`src/core/scr_pkg.sv`:
```
// constants and types shared by the system-control register bank
package scr_pkg;

  localparam int unsigned XLEN      = 64;
  localparam int unsigned HALF      = 32;
  localparam int unsigned PA_BITS   = 52;
  localparam int unsigned PRIO_BITS = 4;
  localparam int unsigned SEL_W     = 5;

  // register select codes seen on the move port
  localparam logic [4:0] SEL_MODE     = 5'h00;
  localparam logic [4:0] SEL_FAULT    = 5'h02;
  localparam logic [4:0] SEL_TABLE    = 5'h03;
  localparam logic [4:0] SEL_FEATURE  = 5'h04;
  localparam logic [4:0] SEL_PRIORITY = 5'h08;
  localparam logic [4:0] SEL_FLAGS    = 5'h10;
  localparam logic [4:0] SEL_EXTFEAT  = 5'h11;

  // mode-control bit positions
  localparam int unsigned BIT_PROTECTION = 0;
  localparam int unsigned BIT_MONITOR    = 1;
  localparam int unsigned BIT_EMULATE    = 2;
  localparam int unsigned BIT_SWITCHED   = 3;
  localparam int unsigned BIT_EXT_KIND   = 4;
  localparam int unsigned BIT_NUMERIC    = 5;

  localparam logic [63:0] EXT_KIND_MASK = 64'h0000_0000_0000_0010;
  localparam logic [63:0] LOW_MASK      = 64'h0000_0000_FFFF_FFFF;
  localparam logic [63:0] MODE_RESET    = 64'h0000_0000_0000_0010;
  localparam logic [63:0] ZERO_RESET    = 64'h0000_0000_0000_0000;

  // instruction kind, one-hot
  localparam logic [2:0] KIND_WAIT  = 3'h1;
  localparam logic [2:0] KIND_FP    = 3'h2;
  localparam logic [2:0] KIND_MEDIA = 3'h4;

  typedef enum logic [1:0] {
    SCR_ST_IDLE   = 2'h1,
    SCR_ST_ANSWER = 2'h2
  } scr_state_t;

endpackage : scr_pkg

```
`src/core/scr_write_fill.sv`:
```
// width shaping of control-register move data by operating mode
module scr_write_fill (
  input  wire logic [63:0] i_wdata,
  input  wire logic [63:0] i_rdata,
  input  wire logic        i_mode_64,
  output logic      [63:0] o_fill,
  output logic      [63:0] o_rdata,
  output logic             o_high_set
);

  always_comb begin
    if (i_mode_64) begin
      // operand-size prefix plays no part here
      o_fill  = i_wdata;
      o_rdata = i_rdata;
    end else begin
      o_fill  = i_wdata & scr_pkg::LOW_MASK;
      o_rdata = i_rdata & scr_pkg::LOW_MASK;
    end
    o_high_set = i_mode_64 & (|i_wdata[63:32]);
  end

endmodule : scr_write_fill

```
`src/core/scr_coproc_check.sv`:
```
// coprocessor fault decision for one issuing instruction
module scr_coproc_check (
  input  wire logic       i_core_clk,
  input  wire logic       i_nrst,
  input  wire logic       i_valid,
  input  wire logic [2:0] i_kind,
  input  wire logic       i_monitor,
  input  wire logic       i_emulate,
  input  wire logic       i_switched,
  output logic            o_nm,
  output logic            o_ud
);

  logic is_wait;
  logic is_fp;
  logic is_media;

  always_comb begin
    is_wait  = i_valid & (i_kind == scr_pkg::KIND_WAIT);
    is_fp    = i_valid & (i_kind == scr_pkg::KIND_FP);
    is_media = i_valid & (i_kind == scr_pkg::KIND_MEDIA);
    // invalid opcode outranks the lazy-switch trap for media
    o_ud = is_media & i_emulate;
    o_nm = (is_wait & i_monitor & i_switched)
         | (is_fp & (i_emulate | i_switched))
         | (is_media & ~i_emulate & i_switched);
  end

  property p_wait_nm;
    @(posedge i_core_clk) disable iff (!i_nrst)
      is_wait |-> (o_nm == (i_monitor & i_switched));
  endproperty
  a_wait_nm: assert property (p_wait_nm)
    else $error("wait fault does not follow monitor and switched");

  property p_media_ud;
    @(posedge i_core_clk) disable iff (!i_nrst)
      (is_media && i_emulate) |-> (o_ud && !o_nm);
  endproperty
  a_media_ud: assert property (p_media_ud)
    else $error("media with emulate did not raise invalid opcode");

  property p_fp_nm;
    @(posedge i_core_clk) disable iff (!i_nrst)
      (is_fp && (i_emulate || i_switched)) |-> o_nm;
  endproperty
  a_fp_nm: assert property (p_fp_nm)
    else $error("fp instruction was not trapped");

endmodule : scr_coproc_check

```
`src/core/scr_system_control_registers.sv`:
```
// system-control register bank with coprocessor fault gating
//
// Overview of operation
// - legacy: control and flags registers 32 bits; extended-feature 64
// - 64-bit mode moves access all 64 bits; size prefix ignored
// - other modes: writes zero the high half, reads give low half
// - 64-bit mode: high bits set in mode/feature write faults, code 0
// - fault-address fully writable, no virtual range check
// - table base writable except absent address bits; hardware zeroes
// - flags upper half reads zero, nonzero loads discarded
// - page fault loads fault-address with faulting virtual address
// - priority register only in 64-bit mode with extension prefix
// - bit 0 selects protected mode and enables segment checks
// - wait traps only when monitor and switched both set
// - emulate set traps every floating-point instruction as unavailable
// - emulate set makes media instructions invalid opcodes
// - emulate alone never traps the wait instruction
// - switched set traps floating-point and media instructions
// - hardware task switch sets the switched bit
// - switched cleared by clear instruction or mode-control write
// - extension-kind bit reads one, cannot be cleared
// - numeric-error zero: external ignore input governs fp exceptions
// - ignore high drops exceptions; low reports on error output
// - numeric-error one: internal reporting, external path off
// - priority register holds class in four low bits
module scr_system_control_registers #(
  parameter int unsigned PA_BITS = scr_pkg::PA_BITS
) (
  input  wire logic        i_core_clk,
  input  wire logic        i_nrst,
  input  wire logic        i_mode_64,
  input  wire logic        i_mov_valid,
  input  wire logic        i_mov_write,
  input  wire logic [4:0]  i_mov_sel,
  input  wire logic [63:0] i_mov_wdata,
  input  wire logic        i_mov_rex,
  input  wire logic        i_mov_opsize,
  output logic             o_mov_ready,
  output logic             o_mov_done,
  output logic      [63:0] o_mov_rdata,
  output logic             o_protection_fault,
  output logic             o_mov_invalid,
  input  wire logic        i_page_fault,
  input  wire logic [63:0] i_fault_vaddr,
  input  wire logic        i_task_switch,
  input  wire logic        i_clear_switched_instr,
  input  wire logic        i_instr_valid,
  input  wire logic [2:0]  i_instr_kind,
  output logic             o_device_unavailable_fault,
  output logic             o_invalid_opcode_fault,
  output logic             o_instr_allow,
  input  wire logic        i_fp_exception,
  input  wire logic        i_fp_error_ignore_in,
  input  wire logic        i_fp_error_clear,
  output logic             o_fp_error_out,
  output logic             o_fp_internal_report,
  output logic             o_protection_on,
  output logic             o_segment_checks_on,
  output logic      [63:0] o_mode_control,
  output logic      [63:0] o_fault_address,
  output logic      [63:0] o_table_base,
  output logic      [63:0] o_feature_control,
  output logic      [3:0]  o_task_priority_threshold,
  output logic      [63:0] o_flags_register,
  output logic      [63:0] o_extended_feature
);

  localparam logic [63:0] PA_MASK =
    {{(64 - PA_BITS){1'b0}}, {PA_BITS{1'b1}}};

  scr_pkg::scr_state_t state_reg, state_next;
  logic [63:0] mode_control_reg,       mode_control_next;
  logic [63:0] fault_address_reg,      fault_address_next;
  logic [63:0] table_base_reg,         table_base_next;
  logic [63:0] feature_control_reg,    feature_control_next;
  logic [3:0]  priority_threshold_reg, priority_threshold_next;
  logic [63:0] flags_register_reg,     flags_register_next;
  logic [63:0] extended_feature_reg,   extended_feature_next;
  logic [63:0] rdata_reg,              rdata_next;
  logic        done_reg,               done_next;
  logic        gp_reg,                 gp_next;
  logic        inval_reg,              inval_next;
  logic        fp_err_reg,             fp_err_next;
  logic        fp_int_reg,             fp_int_next;

  logic        take, legal, wr_ok;
  logic [63:0] fill;
  logic [63:0] rd_raw;
  logic [63:0] rd_shaped;
  logic        high_set, nm, ud;

  scr_write_fill u_fill (
    .i_wdata    (i_mov_wdata),
    .i_rdata    (rd_raw),
    .i_mode_64  (i_mode_64),
    .o_fill     (fill),
    .o_rdata    (rd_shaped),
    .o_high_set (high_set)
  );

  scr_coproc_check u_coproc (
    .i_core_clk (i_core_clk),
    .i_nrst     (i_nrst),
    .i_valid    (i_instr_valid),
    .i_kind     (i_instr_kind),
    .i_monitor  (mode_control_reg[scr_pkg::BIT_MONITOR]),
    .i_emulate  (mode_control_reg[scr_pkg::BIT_EMULATE]),
    .i_switched (mode_control_reg[scr_pkg::BIT_SWITCHED]),
    .o_nm       (nm),
    .o_ud       (ud)
  );

  // faults are combinational so issue can be blocked in the same cycle
  assign o_device_unavailable_fault = nm;
  assign o_invalid_opcode_fault     = ud;
  assign o_instr_allow = i_instr_valid & ~nm & ~ud;
  assign o_mov_ready   = (state_reg == scr_pkg::SCR_ST_IDLE);

  always_comb begin
    take   = o_mov_ready & i_mov_valid;
    rd_raw = 64'h0000_0000_0000_0000;
    legal  = 1'b1;
    case (i_mov_sel)
      scr_pkg::SEL_MODE:     rd_raw = mode_control_reg;
      scr_pkg::SEL_FAULT:    rd_raw = fault_address_reg;
      scr_pkg::SEL_TABLE:    rd_raw = table_base_reg;
      scr_pkg::SEL_FEATURE:  rd_raw = feature_control_reg;
      scr_pkg::SEL_PRIORITY: begin
        rd_raw = {60'h0, priority_threshold_reg};
        legal  = i_mode_64 & i_mov_rex;
      end
      scr_pkg::SEL_FLAGS:    rd_raw = flags_register_reg;
      scr_pkg::SEL_EXTFEAT:  rd_raw = extended_feature_reg;
      default:               legal  = 1'b0;
    endcase
    // reserved high half of mode and feature control traps in 64-bit mode
    wr_ok = take & i_mov_write & legal
          & ~(high_set & ((i_mov_sel == scr_pkg::SEL_MODE)
          | (i_mov_sel == scr_pkg::SEL_FEATURE)));
  end

  always_comb begin
    state_next              = state_reg;
    mode_control_next       = mode_control_reg;
    fault_address_next      = fault_address_reg;
    table_base_next         = table_base_reg;
    feature_control_next    = feature_control_reg;
    priority_threshold_next = priority_threshold_reg;
    flags_register_next     = flags_register_reg;
    extended_feature_next   = extended_feature_reg;
    rdata_next              = rdata_reg;
    done_next               = take;
    gp_next                 = take & i_mov_write & legal & ~wr_ok;
    inval_next              = take & ~legal;
    case (state_reg)
      scr_pkg::SCR_ST_IDLE:   if (take) state_next = scr_pkg::SCR_ST_ANSWER;
      scr_pkg::SCR_ST_ANSWER: state_next = scr_pkg::SCR_ST_IDLE;
      default:                state_next = scr_pkg::SCR_ST_IDLE;
    endcase
    if (take & ~i_mov_write & legal) begin
      // the model-specific register never goes through the width shaper
      if (i_mov_sel == scr_pkg::SEL_EXTFEAT) begin
        rdata_next = extended_feature_reg;
      end else begin
        rdata_next = rd_shaped;
      end
    end
    if (i_clear_switched_instr) begin
      mode_control_next[scr_pkg::BIT_SWITCHED] = 1'b0;
    end
    if (wr_ok) begin
      case (i_mov_sel)
        scr_pkg::SEL_MODE:
          // a write also clears switched when data bit is zero
          mode_control_next = fill | scr_pkg::EXT_KIND_MASK;
        scr_pkg::SEL_FAULT:    fault_address_next = fill;
        scr_pkg::SEL_TABLE:    table_base_next = fill & PA_MASK;
        scr_pkg::SEL_FEATURE:  feature_control_next = fill;
        scr_pkg::SEL_PRIORITY:
          priority_threshold_next = i_mov_wdata[3:0];
        scr_pkg::SEL_FLAGS:
          flags_register_next = i_mov_wdata & scr_pkg::LOW_MASK;
        scr_pkg::SEL_EXTFEAT:  extended_feature_next = i_mov_wdata;
        default:               mode_control_next = mode_control_next;
      endcase
    end
    // hardware events outrank software in the same cycle
    if (i_page_fault) begin
      fault_address_next = i_fault_vaddr;
    end
    if (i_task_switch) begin
      mode_control_next[scr_pkg::BIT_SWITCHED] = 1'b1;
    end
  end

  always_comb begin
    fp_int_next = i_fp_exception & mode_control_reg[scr_pkg::BIT_NUMERIC];
    if (mode_control_reg[scr_pkg::BIT_NUMERIC]) begin
      fp_err_next = 1'b0;
    end else begin
      // set wins over an external clear in the same cycle
      fp_err_next = (fp_err_reg & ~i_fp_error_clear)
                  | (i_fp_exception & ~i_fp_error_ignore_in);
    end
  end

  always_ff @(posedge i_core_clk) begin
    if (!i_nrst) begin
      state_reg              <= scr_pkg::SCR_ST_IDLE;
      mode_control_reg       <= scr_pkg::MODE_RESET;
      fault_address_reg      <= scr_pkg::ZERO_RESET;
      table_base_reg         <= scr_pkg::ZERO_RESET;
      feature_control_reg    <= scr_pkg::ZERO_RESET;
      priority_threshold_reg <= 4'h0;
      flags_register_reg     <= scr_pkg::ZERO_RESET;
      extended_feature_reg   <= scr_pkg::ZERO_RESET;
      rdata_reg              <= scr_pkg::ZERO_RESET;
      done_reg               <= 1'b0;
      gp_reg                 <= 1'b0;
      inval_reg              <= 1'b0;
      fp_err_reg             <= 1'b0;
      fp_int_reg             <= 1'b0;
    end else begin
      state_reg              <= state_next;
      mode_control_reg       <= mode_control_next;
      fault_address_reg      <= fault_address_next;
      table_base_reg         <= table_base_next;
      feature_control_reg    <= feature_control_next;
      priority_threshold_reg <= priority_threshold_next;
      flags_register_reg     <= flags_register_next;
      extended_feature_reg   <= extended_feature_next;
      rdata_reg              <= rdata_next;
      done_reg               <= done_next;
      gp_reg                 <= gp_next;
      inval_reg              <= inval_next;
      fp_err_reg             <= fp_err_next;
      fp_int_reg             <= fp_int_next;
    end
  end

  assign o_mov_done                = done_reg;
  assign o_mov_rdata               = rdata_reg;
  assign o_protection_fault        = gp_reg;
  assign o_mov_invalid             = inval_reg;
  assign o_fp_error_out            = fp_err_reg;
  assign o_fp_internal_report      = fp_int_reg;
  assign o_protection_on = mode_control_reg[scr_pkg::BIT_PROTECTION];
  assign o_segment_checks_on =
    mode_control_reg[scr_pkg::BIT_PROTECTION];
  assign o_mode_control            = mode_control_reg;
  assign o_fault_address           = fault_address_reg;
  assign o_table_base              = table_base_reg;
  assign o_feature_control         = feature_control_reg;
  assign o_task_priority_threshold = priority_threshold_reg;
  assign o_flags_register          = flags_register_reg;
  assign o_extended_feature        = extended_feature_reg;

  property p_ext_kind_one;
    @(posedge i_core_clk) disable iff (!i_nrst)
      mode_control_reg[scr_pkg::BIT_EXT_KIND];
  endproperty
  a_ext_kind_one: assert property (p_ext_kind_one)
    else $error("extension-kind bit read as zero");

  property p_flags_upper;
    @(posedge i_core_clk) disable iff (!i_nrst)
      (take && i_mov_write && i_mov_sel == scr_pkg::SEL_FLAGS)
        |=> (flags_register_reg[63:32] == 32'h0000_0000);
  endproperty
  a_flags_upper: assert property (p_flags_upper)
    else $error("flags upper half not zero after write");

  property p_high_gp;
    @(posedge i_core_clk) disable iff (!i_nrst)
      (take && i_mov_write && i_mode_64 && (|i_mov_wdata[63:32])
        && i_mov_sel == scr_pkg::SEL_FEATURE)
        |=> (o_protection_fault && $stable(feature_control_reg));
  endproperty
  a_high_gp: assert property (p_high_gp)
    else $error("reserved high write did not fault");

  property p_legacy_fill;
    @(posedge i_core_clk) disable iff (!i_nrst)
      (take && i_mov_write && !i_mode_64 && !i_page_fault
        && i_mov_sel == scr_pkg::SEL_FAULT)
        |=> (fault_address_reg == ($past(i_mov_wdata) & scr_pkg::LOW_MASK));
  endproperty
  a_legacy_fill: assert property (p_legacy_fill)
    else $error("legacy write did not zero the high half");

  property p_full_write;
    @(posedge i_core_clk) disable iff (!i_nrst)
      (take && i_mov_write && i_mode_64 && !i_page_fault
        && i_mov_sel == scr_pkg::SEL_FAULT)
        |=> (fault_address_reg == $past(i_mov_wdata));
  endproperty
  a_full_write: assert property (p_full_write)
    else $error("fault address not written with all 64 bits");

  property p_page_fault;
    @(posedge i_core_clk) disable iff (!i_nrst)
      i_page_fault |=> (fault_address_reg == $past(i_fault_vaddr));
  endproperty
  a_page_fault: assert property (p_page_fault)
    else $error("page fault address not captured");

  property p_task_switch;
    @(posedge i_core_clk) disable iff (!i_nrst)
      i_task_switch |=> mode_control_reg[scr_pkg::BIT_SWITCHED] [*1];
  endproperty
  a_task_switch: assert property (p_task_switch)
    else $error("task switch did not set switched bit");

  property p_clear_switched;
    @(posedge i_core_clk) disable iff (!i_nrst)
      (i_clear_switched_instr && !i_task_switch && !wr_ok)
        |=> !mode_control_reg[scr_pkg::BIT_SWITCHED];
  endproperty
  a_clear_switched: assert property (p_clear_switched)
    else $error("clear instruction left switched bit set");

  property p_priority_gate;
    @(posedge i_core_clk) disable iff (!i_nrst)
      (take && i_mov_sel == scr_pkg::SEL_PRIORITY && !(i_mode_64 && i_mov_rex))
        |=> (o_mov_invalid && $stable(priority_threshold_reg));
  endproperty
  a_priority_gate: assert property (p_priority_gate)
    else $error("priority register reached without 64-bit prefix");

  property p_numeric_internal;
    @(posedge i_core_clk) disable iff (!i_nrst)
      mode_control_reg[scr_pkg::BIT_NUMERIC] |=> !o_fp_error_out;
  endproperty
  a_numeric_internal: assert property (p_numeric_internal)
    else $error("external error path active with numeric-error set");

endmodule : scr_system_control_registers

```
`config.mk`:
```
export PLATFORM = sky130hd
export DESIGN_NAME = scr_system_control_registers
export DESIGN_NICKNAME = d
export VERILOG_FILES = /design/src/core/scr_pkg.sv /design/src/core/scr_write_fill.sv /design/src/core/scr_coproc_check.sv /design/src/core/scr_system_control_registers.sv
export SDC_FILE = /design/constraint.sdc
export NUM_CORES = 1
export LEC_CHECK = 0
export BUFFER_PORTS_ARGS = -buffer_cell sky130_fd_sc_hd__buf_2
export CORE_AREA = 2 2 242 244
export CTS_BUF_LIST = sky130_fd_sc_hd__clkbuf_4 sky130_fd_sc_hd__clkbuf_8
export CTS_CLUSTER_SIZE = 28
export DETAILED_ROUTE_END_ITERATION = 10
export DIE_AREA = 0 0 244 246
export GPL_TIMING_DRIVEN = 0
export PLACE_DENSITY = 0.65
export SLEW_MARGIN = 20
export SYNTH_ARGS = -nofsm -noshare
export SYNTH_HDL_FRONTEND = slang
export SYNTH_SLANG_ARGS = --single-unit
```
`constraint.sdc`:
```
create_clock -name i_core_clk -period 3.8 [get_ports i_core_clk]
set_input_delay 0.76 -clock i_core_clk [delete_from_list [all_inputs] [get_ports i_core_clk]]
set_output_delay 0.76 -clock i_core_clk [all_outputs]
set_load 0.005 [all_outputs]
```
==> impl_metrics.toml, run 1 <==
[run_status]
status = "finished, final reports clean"

[route]
wl_per_cell_microns = 25.99
wirelength_mm = 91.97
drc = 0
via_count = 18797
final_antenna_net_count = 0
detail_route.first_pass.iterations = 9
drt-vias-per-instance = 5.311
drtIter0Drc = 1541

[timing]
tightestPinTransition_ps = 1072
max_freq_mhz = 327.4
finalSetupViolations = 0
period_share = 0.8037
max-slew-margin-rel = 0.2851
finalHoldViolations = 0
tns_ps = 0
layout_min_cycle_time_ps = 3054
slew_violations = 0
finalClockSkew_ps = 35.06
rsz0062_at_grt = "false"

[global_routing]
antenna_found_initial = 15
grt_use_met3 = 0.08399
busiest_layer = "met2"
grt_pass1_vias = 18033
grt_usage = 0.2954
grt_max_degree = 12
grt.overflow.total = 0
grtUsageMet2 = 0.5006
grt_use_met1 = 0.3522
grt_pass1_wl_mm = 128.8

[power]
leakage_nw = 11.32
power.density_mw_per_mm2 = 415.7
ir_drop_mv = 0.2874

[logic_synthesis]
netlist-cell-type-count = 55
synth_warnings = 0
synth-seq-cells = 414
synth_mux_area_frac = 0.08563
yosysSeqAreaShare = 0.4527
syn_avg_cell_area_sq_um = 9.010
synth_compound_area_frac = 0.2210
yosys.area_share.simple = 0.1705
ys.flop_type = "dfxtp_1"
synth_edf_count = 0
synth_top_family_by_area = "compound AO/OA/AOI/OAI gates"
synthAdderAreaFrac = 0
synth-xor-area-share = 0
syn_inst = 2032
syn_area_sq_mm = 0.01831
async_flop_share = 0

[cells_and_area]
fin_cells = 3539
syn2layout_area_growth_pct = 30.43
fin_nets = 2865
drive_gt1_frac = 0.3111

[hold_path]
min_path_type = "primary input to flop"

[floorplanning]
core_area_sq_mm = 0.05737
fp-row-count = 88
die_w_microns = 244
die-height_microns = 246
die_area_sq_mm = 0.06002
io_pins = 613
start_util = 0.3191

[worst_setup_path]
crit_type = "primary input to flop"
endpoint_kind = "flop"
path_max_fanout = 10
cp.arrival_ps = 3580
crit_path_start_kind = "primary input"
cp.required_ps = 4330

[clock_tree]
post_cts_resize_count = 0
ctsHoldBuffers = 0
h-tree-depth = 3
cts_setup_buffers = 0
numCtsBuffers = 77
clkSinkCount = 414
insertion_delay_ps = 680
tritoncts = "built"
root_buffer = "clkbuf_8"
clkTransAtPathRegs_ps = 60
clk_path_buf_depth = 3

[placement]
io_buffers = 561
dpl.hpwl_mm = 69.64
numPlacedInstances = 3401
gp_congestion = 0.9377

[job]
cap_violations = 0
-- final cells by class --
class                   instances  area, sq um
flip-flops and latches        414         8288
clock buffers                 124         1519
fillers                      5928        33490
well taps                     765        957.2
diodes                          3        7.507
inverters                       8        30.03
clock inverters                11        112.6
plain buffers                 241         1247
multi-input cells            1412         8909
repair buffers                561         2808
-- cells in the final DEF, fill, tap and decap left out, types with 3 or more instances in the layout --
master / count
mux2_2: 21
buf_4: 61
clkbuf_1: 107
clkinv_2: 5
nand2_1: 497
o211ai_1: 78
buf_2: 627
buf_6: 4
o2bb2ai_1: 28
a222oi_1: 32
o21ai_1: 14
clkbuf_4: 30
clkbuf_8: 94
a21boi_1: 6
a21oi_1: 38
a22o_1: 27
nor2_1: 4
dfxtp_1: 414
nor2b_1: 8
and3_1: 69
and2_1: 38
nand3_1: 22
nor3b_1: 21
a21boi_0: 142
diode_2: 3
inv_1: 7
nor4_1: 10
o2111a_1: 19
o211a_1: 45
o21ai_0: 51
conb_1: 45
o22ai_1: 5
a221o_1: 4
mux2i_1: 133
a211oi_1: 27
-- critical path: stages --
cell	delay, ps
buf_2	170
buf_4	270
nand2_1	100
nor4_2	280
buf_2	500
nand2_1	720
clkbuf_1	520
nand2_1	160
a21boi_0	90
-- through the flow --
stage                 util  setup slack (ps)  total power, mW  area (sq um)  hold WS [ps]
finish              0.4162             746.0            9.925         23880         286.3
global route        0.4162             683.0            10.22         23880         283.0
CTS                 0.4161             805.5            9.966         23870         253.4
detailed placement  0.3877             94.40            5.378         22240         461.9
global placement    0.3876             127.3            5.374         22230         458.1
floorplan                -              1351            4.940         18470         463.9
-- report_power, final --
part | total (mW) | switching (mW) | internal [mW]
Sequential | 4.47 | 0.0615 | 4.41
Clock | 4.63 | 2.02 | 2.61
Combinational | 0.829 | 0.531 | 0.298
Total | 9.92 | 2.62 | 7.31
-- cells in the mapped netlist (all sizes together) (28+ instances only) --
master	n	area, sq um
and2	38	237.7
mux2i	133	1331
o2bb2ai	28	245.2
a222oi	32	320.3
and3	69	431.7
o211ai	79	598.1
dfxtp	414	8288
clkbuf	108	405.4
nand2	497	1866
o211a	45	450.4
o21ai	65	325.3
a21boi	148	1111
a21oi	39	195.2
buf	133	840.8
-- cells by family (layout without fill, tap and decap cells) --
family | after synthesis | in the layout
simple gates | 687 | 687
compound gates | 526 | 526
flops | 414 | 414
buf+inv | 249 | 945
mux | 154 | 154
other cells | 2 | 48
-- path summary, 6_finish.rpt --
check        slack [ps]                          startpoint  depth (start not counted)                                 end
max                 750                        i_mov_sel[4]                          9  o_extended_feature[6]$_SDFFE_PN0P_
min                 290                   i_fault_vaddr[40]                          2    o_fault_address[40]$_SDFFE_PN0P_
max reg2reg        1040           state_reg[1]$_SDFFE_PN0P_                          6  o_extended_feature[6]$_SDFFE_PN0P_
min reg2reg         470  o_feature_control[23]$_SDFFE_PN0P_                          2  o_feature_control[23]$_SDFFE_PN0P_
-- routing by layer --
layer / part of all wire / wire length (microns)
met3: 0.090 / 8310
met2: 0.47 / 43620
met5: 0.0013 / 116
met1: 0.39 / 36270
met4: 0.040 / 3658
Power figures use the tool's default switching activity.
==> run 2: changes to the inputs <==
CORE_AREA = 2 2 239 241   (was 2 2 242 244)
DIE_AREA = 0 0 241 243   (was 0 0 244 246)
PLACE_DENSITY = 0.68   (was 0.65)
clock period = 2.7 ns   (was 3.8 ns; I/O delays follow)
==> impl_metrics.toml, run 2 (same netlist as run 1, synthesis figures left out) <==
[run_status]
status = "complete, but fails checks"
violations = "setup timing"

[worst_setup_path]
crit_path_start_kind = "primary input"
path_max_fanout = 10
cp.arrival_ps = 3260
max_stage_delay_ps = 610
worst-path-buf-inv = 2
crit_chain = "buf_2, nor4_1, nand2_1, nor4_4, o211ai_2, clkbuf_1, and3_1"
crit_type = "primary input to flop"
r2r_slack_ps = 80
cp.required_ps = 3220
endpoint_kind = "flop"
cp_top_family = "simple AND/OR/NAND/NOR gates"
crit_slowest_cell = "nor4_1"

[global_routing]
grt_use_met3 = 0.08598
grt.overflow.total = 0
grt_use_met1 = 0.3582
grt_usage = 0.2998
grtUsageMet2 = 0.4968
grt_pass1_vias = 18166
grt_max_degree = 11
busiest_layer = "met2"
grt_pass1_wl_mm = 127.1
antenna_found_initial = 14

[placement]
dpl_cell_area_sq_mm = 0.02223
gp_congestion = 0.9428
io_buffers = 561
dpl.hpwl_mm = 68.58

[timing]
max_freq_mhz = 365.4
layout_min_cycle_time_ps = 2737
fin_ws_ps = -36.71
finalClockSkew_ps = 31.39
hold_ws_ps = 102.2
rsz0062_at_grt = "false"
tightestPinTransition_ps = 1025
tns_ps = -139.7
max-slew-margin-rel = 0.3169
slew_violations = 0
finalHoldViolations = 0
period_share = 1.014
finalSetupViolations = 10

[cells_and_area]
fin_area_sq_mm = 0.02392
drive_gt1_frac = 0.3116
multi_input_area_sq_mm = 0.008911
syn2layout_area_growth_pct = 30.64
utilization = 0.4275
seqCellArea_sq_mm = 0.008288
fin_nets = 2865
layout_commonest_cell = "buf_2"
layout_common_cells = "buf_2 (627), nand2_1 (496), dfxtp_1 (414)"
fillCellCount = 5792

[route]
wl_per_cell_microns = 25.77
drtIter0Drc = 1464
via_count = 18713
final_antenna_net_count = 0
drc = 0
wirelength_mm = 90.98
drt-vias-per-instance = 5.300
detail_route.first_pass.iterations = 6

[clock_tree]
clkSinkCount = 414
ctsHoldBuffers = 0
cts_setup_buffers = 0
root_buffer = "clkbuf_8"
h-tree-depth = 3
clkTransAtPathRegs_ps = 60
clk_path_buf_depth = 3
post_cts_resize_count = 1
tritoncts = "built"
insertion_delay_ps = 650
numCtsBuffers = 77

[job]
cap_violations = 0

[floorplanning]
core_area_sq_mm = 0.05595
die_w_microns = 241
start_util = 0.3272
io_pins = 613
fp-row-count = 87
die_area_sq_mm = 0.05856
die-height_microns = 243

[power]
power.density_mw_per_mm2 = 588.1
leakage_nw = 11.34
ir_drop_mv = 0.3865
total_power_mw = 14.06

[hold_path]
min_path_type = "primary input to flop"
[run 2: cell count changes in the layout (fill, tap and decap cells not counted)]
cell | previous run | this run
diode_2 | 3 | 2
clkinv_8 | 1 | 0
inv_6 | 2 | 1
nand2_1 | 497 | 496
clkbuf_1 | 107 | 108
inv_8 | 0 | 1
clkbuf_2 | 1 | 0
clkinvlp_4 | 1 | 2
inv_12 | 1 | 0
clkinv_2 | 5 | 7
clkbuf_4 | 30 | 22
clkbuf_8 | 94 | 103
nand2_2 | 0 | 1
[run 2: per-layer routing]
layer	routed length [microns]	vias to the layer above
met4	3826	20
li1	-	8500
met3	8151	231
met2	42940	972
met5	156	-
met1	35900	8990
[run 2: path summary, 6_finish.rpt]
check	from	end	cells after the start
worst max-delay path	i_mov_wdata[48]	o_mode_control[50]$_SDFFE_PN0P_	7
worst min register to register	o_mode_control[24]$_SDFFE_PN0P_	o_mode_control[24]$_SDFFE_PN0P_	2
worst min-delay path	i_fault_vaddr[42]	o_fault_address[42]$_SDFFE_PN0P_	2
worst max register to register	state_reg[1]$_SDFFE_PN0P_	o_mode_control[50]$_SDFFE_PN0P_	5
[run 2: area by class of cell]
class | count | share of cell area
diodes | 2 | 0.0002093
plain buffers | 241 | 0.05211
clock buffers | 125 | 0.06618
clock inverters | 12 | 0.004185
inverters | 8 | 0.001256
multi-input cells | 1412 | 0.3726
flip-flops and latches | 414 | 0.3465
well taps | 756 | 0.03955
repair buffers | 561 | 0.1174
[run 2: where the power goes]
part	switching [mW]	total (mW)	leakage (nW)	internal, mW
Combinational	0.744	1.16	7.09	0.420
Sequential	0.0814	6.28	3.35	6.20
Clock	2.82	6.62	0.894	3.80
Total	3.64	14.1	11.3	10.4
[run 2: stage by stage]
step	std cells	setup WS, ps
floorplan	2075	470.6
global placement	3392	-823.2
detailed placement	3392	-811.8
CTS	3529	43.53
global route	3530	20.96
finish	3531	-36.71
[run 2: worst register-to-register path, cell delays in order, from the launching register on]
cell	delay [ps]
dfxtp_1	320
and4b_1	360
clkbuf_1	440
o211ai_2	560
clkbuf_1	490
and3_1	320
==> run 3: changes to the inputs <==
CORE_AREA = 2 2 240 242   (was 2 2 239 241)
DIE_AREA = 0 0 242 244   (was 0 0 241 243)
PLACE_DENSITY = 0.71   (was 0.68)
SYNTH_HIERARCHICAL = 1   (was unset)
==> impl_metrics.toml, run 3 <==
[logic_synthesis]
syn_area_sq_mm = 0.02000
netlist-cell-type-count = 50
yosysMostFrequentCell = "nand2_1"
syn_avg_cell_area_sq_um = 8.169
synth_commonest_cells = "nand2_1 (657), dfxtp_1 (414), a21boi_0 (312)"
synth_edf_count = 0
synthTopCellsByArea = "dfxtp_1 (41%), nand2_1 (12%), a21boi_0 (12%)"
yosysSeqAreaShare = 0.4145
synth_warnings = 6
async_flop_share = 0
synth-seq-cells = 414
ys.flop_type = "dfxtp_1"
synth_top_area_share = 0.4145
syn_inst = 2448
post-synth-top-area-cell = "dfxtp_1"

[timing]
rsz0062_at_grt = "true"
finalClockSkew_ps = 32.52
period_share = 1.008
layout_min_cycle_time_ps = 2721
slew_violations = 0
tightestPinTransition_ps = 1145
tns_ps = -47.44
fin_ws_ps = -20.93
finalSetupViolations = 10
finalHoldViolations = 0
max_freq_mhz = 367.5
max-slew-margin-rel = 0.2368

[cells_and_area]
drive_gt1_frac = 0.2865
syn2layout_area_growth_pct = 27.98
fin_area_sq_mm = 0.02559
layout_common_cells = "nand2_1 (657), buf_2 (603), dfxtp_1 (414)"
fin_nets = 3283
utilization = 0.4556
layout_commonest_cell = "nand2_1"

[clock_tree]
tritoncts = "built"
numCtsBuffers = 77
clkSinkCount = 414
clkTransAtPathRegs_ps = 60
clk_path_buf_depth = 3
root_buffer = "clkbuf_8"
h-tree-depth = 3
insertion_delay_ps = 690

[worst_setup_path]
path_max_fanout = 11
crit_type = "primary input to flop"
crit_top_cell = "clkbuf_1"
cp.required_ps = 3250
worst-path-buf-inv = 4
cp_top_family = "buffers and inverters"
endpoint_kind = "flop"
cp.arrival_ps = 3270
crit_path_start_kind = "primary input"
crit_chain = "buf_2, clkbuf_1, clkbuf_1, nand3_1, clkbuf_1, nand2_1, a21boi_0"
max_stage_delay_ps = 820
crit_slowest_cell = "nand3_1"

[route]
wirelength_mm = 101.8
drt-vias-per-instance = 5.491
drc = 0
drtIter0Drc = 1921
detail_route.first_pass.iterations = 5
via_count = 21661
final_antenna_net_count = 0
wl_per_cell_microns = 25.82

[power]
ir_drop_mv = 0.3387
power.density_mw_per_mm2 = 535.1
leakage_nw = 11.97

[placement]
gp_congestion = 0.9373
dpl.hpwl_mm = 74.49
place_ws_ps = -1203
dpl_cell_area_sq_mm = 0.02394
io_buffers = 562

[run_status]
status = "complete, but fails checks"
violations = "setup timing"

[floorplanning]
die-height_microns = 244
core_area_sq_mm = 0.05617
io_pins = 613
fp-row-count = 87
die_w_microns = 242
start_util = 0.3560
die_area_sq_mm = 0.05905

[global_routing]
grt.overflow.total = 0
grt_max_degree = 11
grt_pass1_wl_mm = 143.2
grt_usage = 0.3310
antenna_found_initial = 13
grt_pass1_vias = 20407

[hold_path]
min_path_type = "primary input to flop"

[job]
cap_violations = 0
==> run 3: worst min-delay path, stage by stage <==
cell	delay (ps)
buf_2	120
nand2_1	60
nor3_1	40
==> run 3: kinds of logic after synthesis <==
logic type      share of synthesized area
mux                               0.06607
compound gates                     0.2387
flops                              0.4145
simple gates                       0.1881
buf+inv                           0.09229
other cells                     0.0003756
==> run 3: worst paths after layout <==
path | startpoint | end | slack (ps) | depth (start not counted)
hold / removal | i_mov_write | o_protection_fault$_SDFF_PN0_ | 110 | 3
setup / recovery | i_mov_sel[0] | o_table_base[38]$_SDFFE_PN0P_ | -20 | 7
setup reg to reg | state_reg[1]$_SDFFE_PN0P_ | o_extended_feature[25]$_SDFFE_PN0P_ | 130 | 5
hold reg to reg | o_mov_rdata[54]$_SDFFE_PN0P_ | o_mov_rdata[54]$_SDFFE_PN0P_ | 450 | 2
==> run 3: what timing repair did <==
item                       4_1_cts  5_1_grt
hold endpoints to repair         0        0
pin swaps                        0        1
buffers inserted                 0        2
hold buffers                     0        0
setup endpoints to repair      183      110
gates resized for setup         24       38
==> run 3: area by class of cell <==
cell class / count / area [sq um]
diodes: 6 / 15.01
plain buffers: 318 / 1859
clock buffers: 119 / 1469
clock inverters: 10 / 63.81
fillers: 5756 / 30580
inverters: 10 / 37.54
multi-input cells: 1747 / 10070
flip-flops and latches: 414 / 8288
well taps: 756 / 945.9
repair buffers: 565 / 2843
==> run 3: layer usage <==
layer  up-vias  routed length, microns  track usage
met1     10308                   39940       0.4144
li1       9624                       -            -
met4         6                    4924       0.1609
met3       274                   10730      0.08352
met2      1449                   46210       0.5319
met5         -                      36            0
==> run 3: power by group <==
part / switching [mW] / internal [mW]
Sequential: 0.0829 / 6.20
Clock: 2.80 / 3.44
Combinational: 0.757 / 0.417
==> run 3: through the flow <==
stage	total power [mW]	hold WS, ps	instances
2_1_floorplan	6.931	454.9	2491
3_3_place_gp	7.536	442.4	3809
3_5_place_dp	7.544	448.1	3810
4_1_cts	13.69	62.28	3938
5_1_grt	14.07	81.80	3942
6_report	13.69	111.9	3945
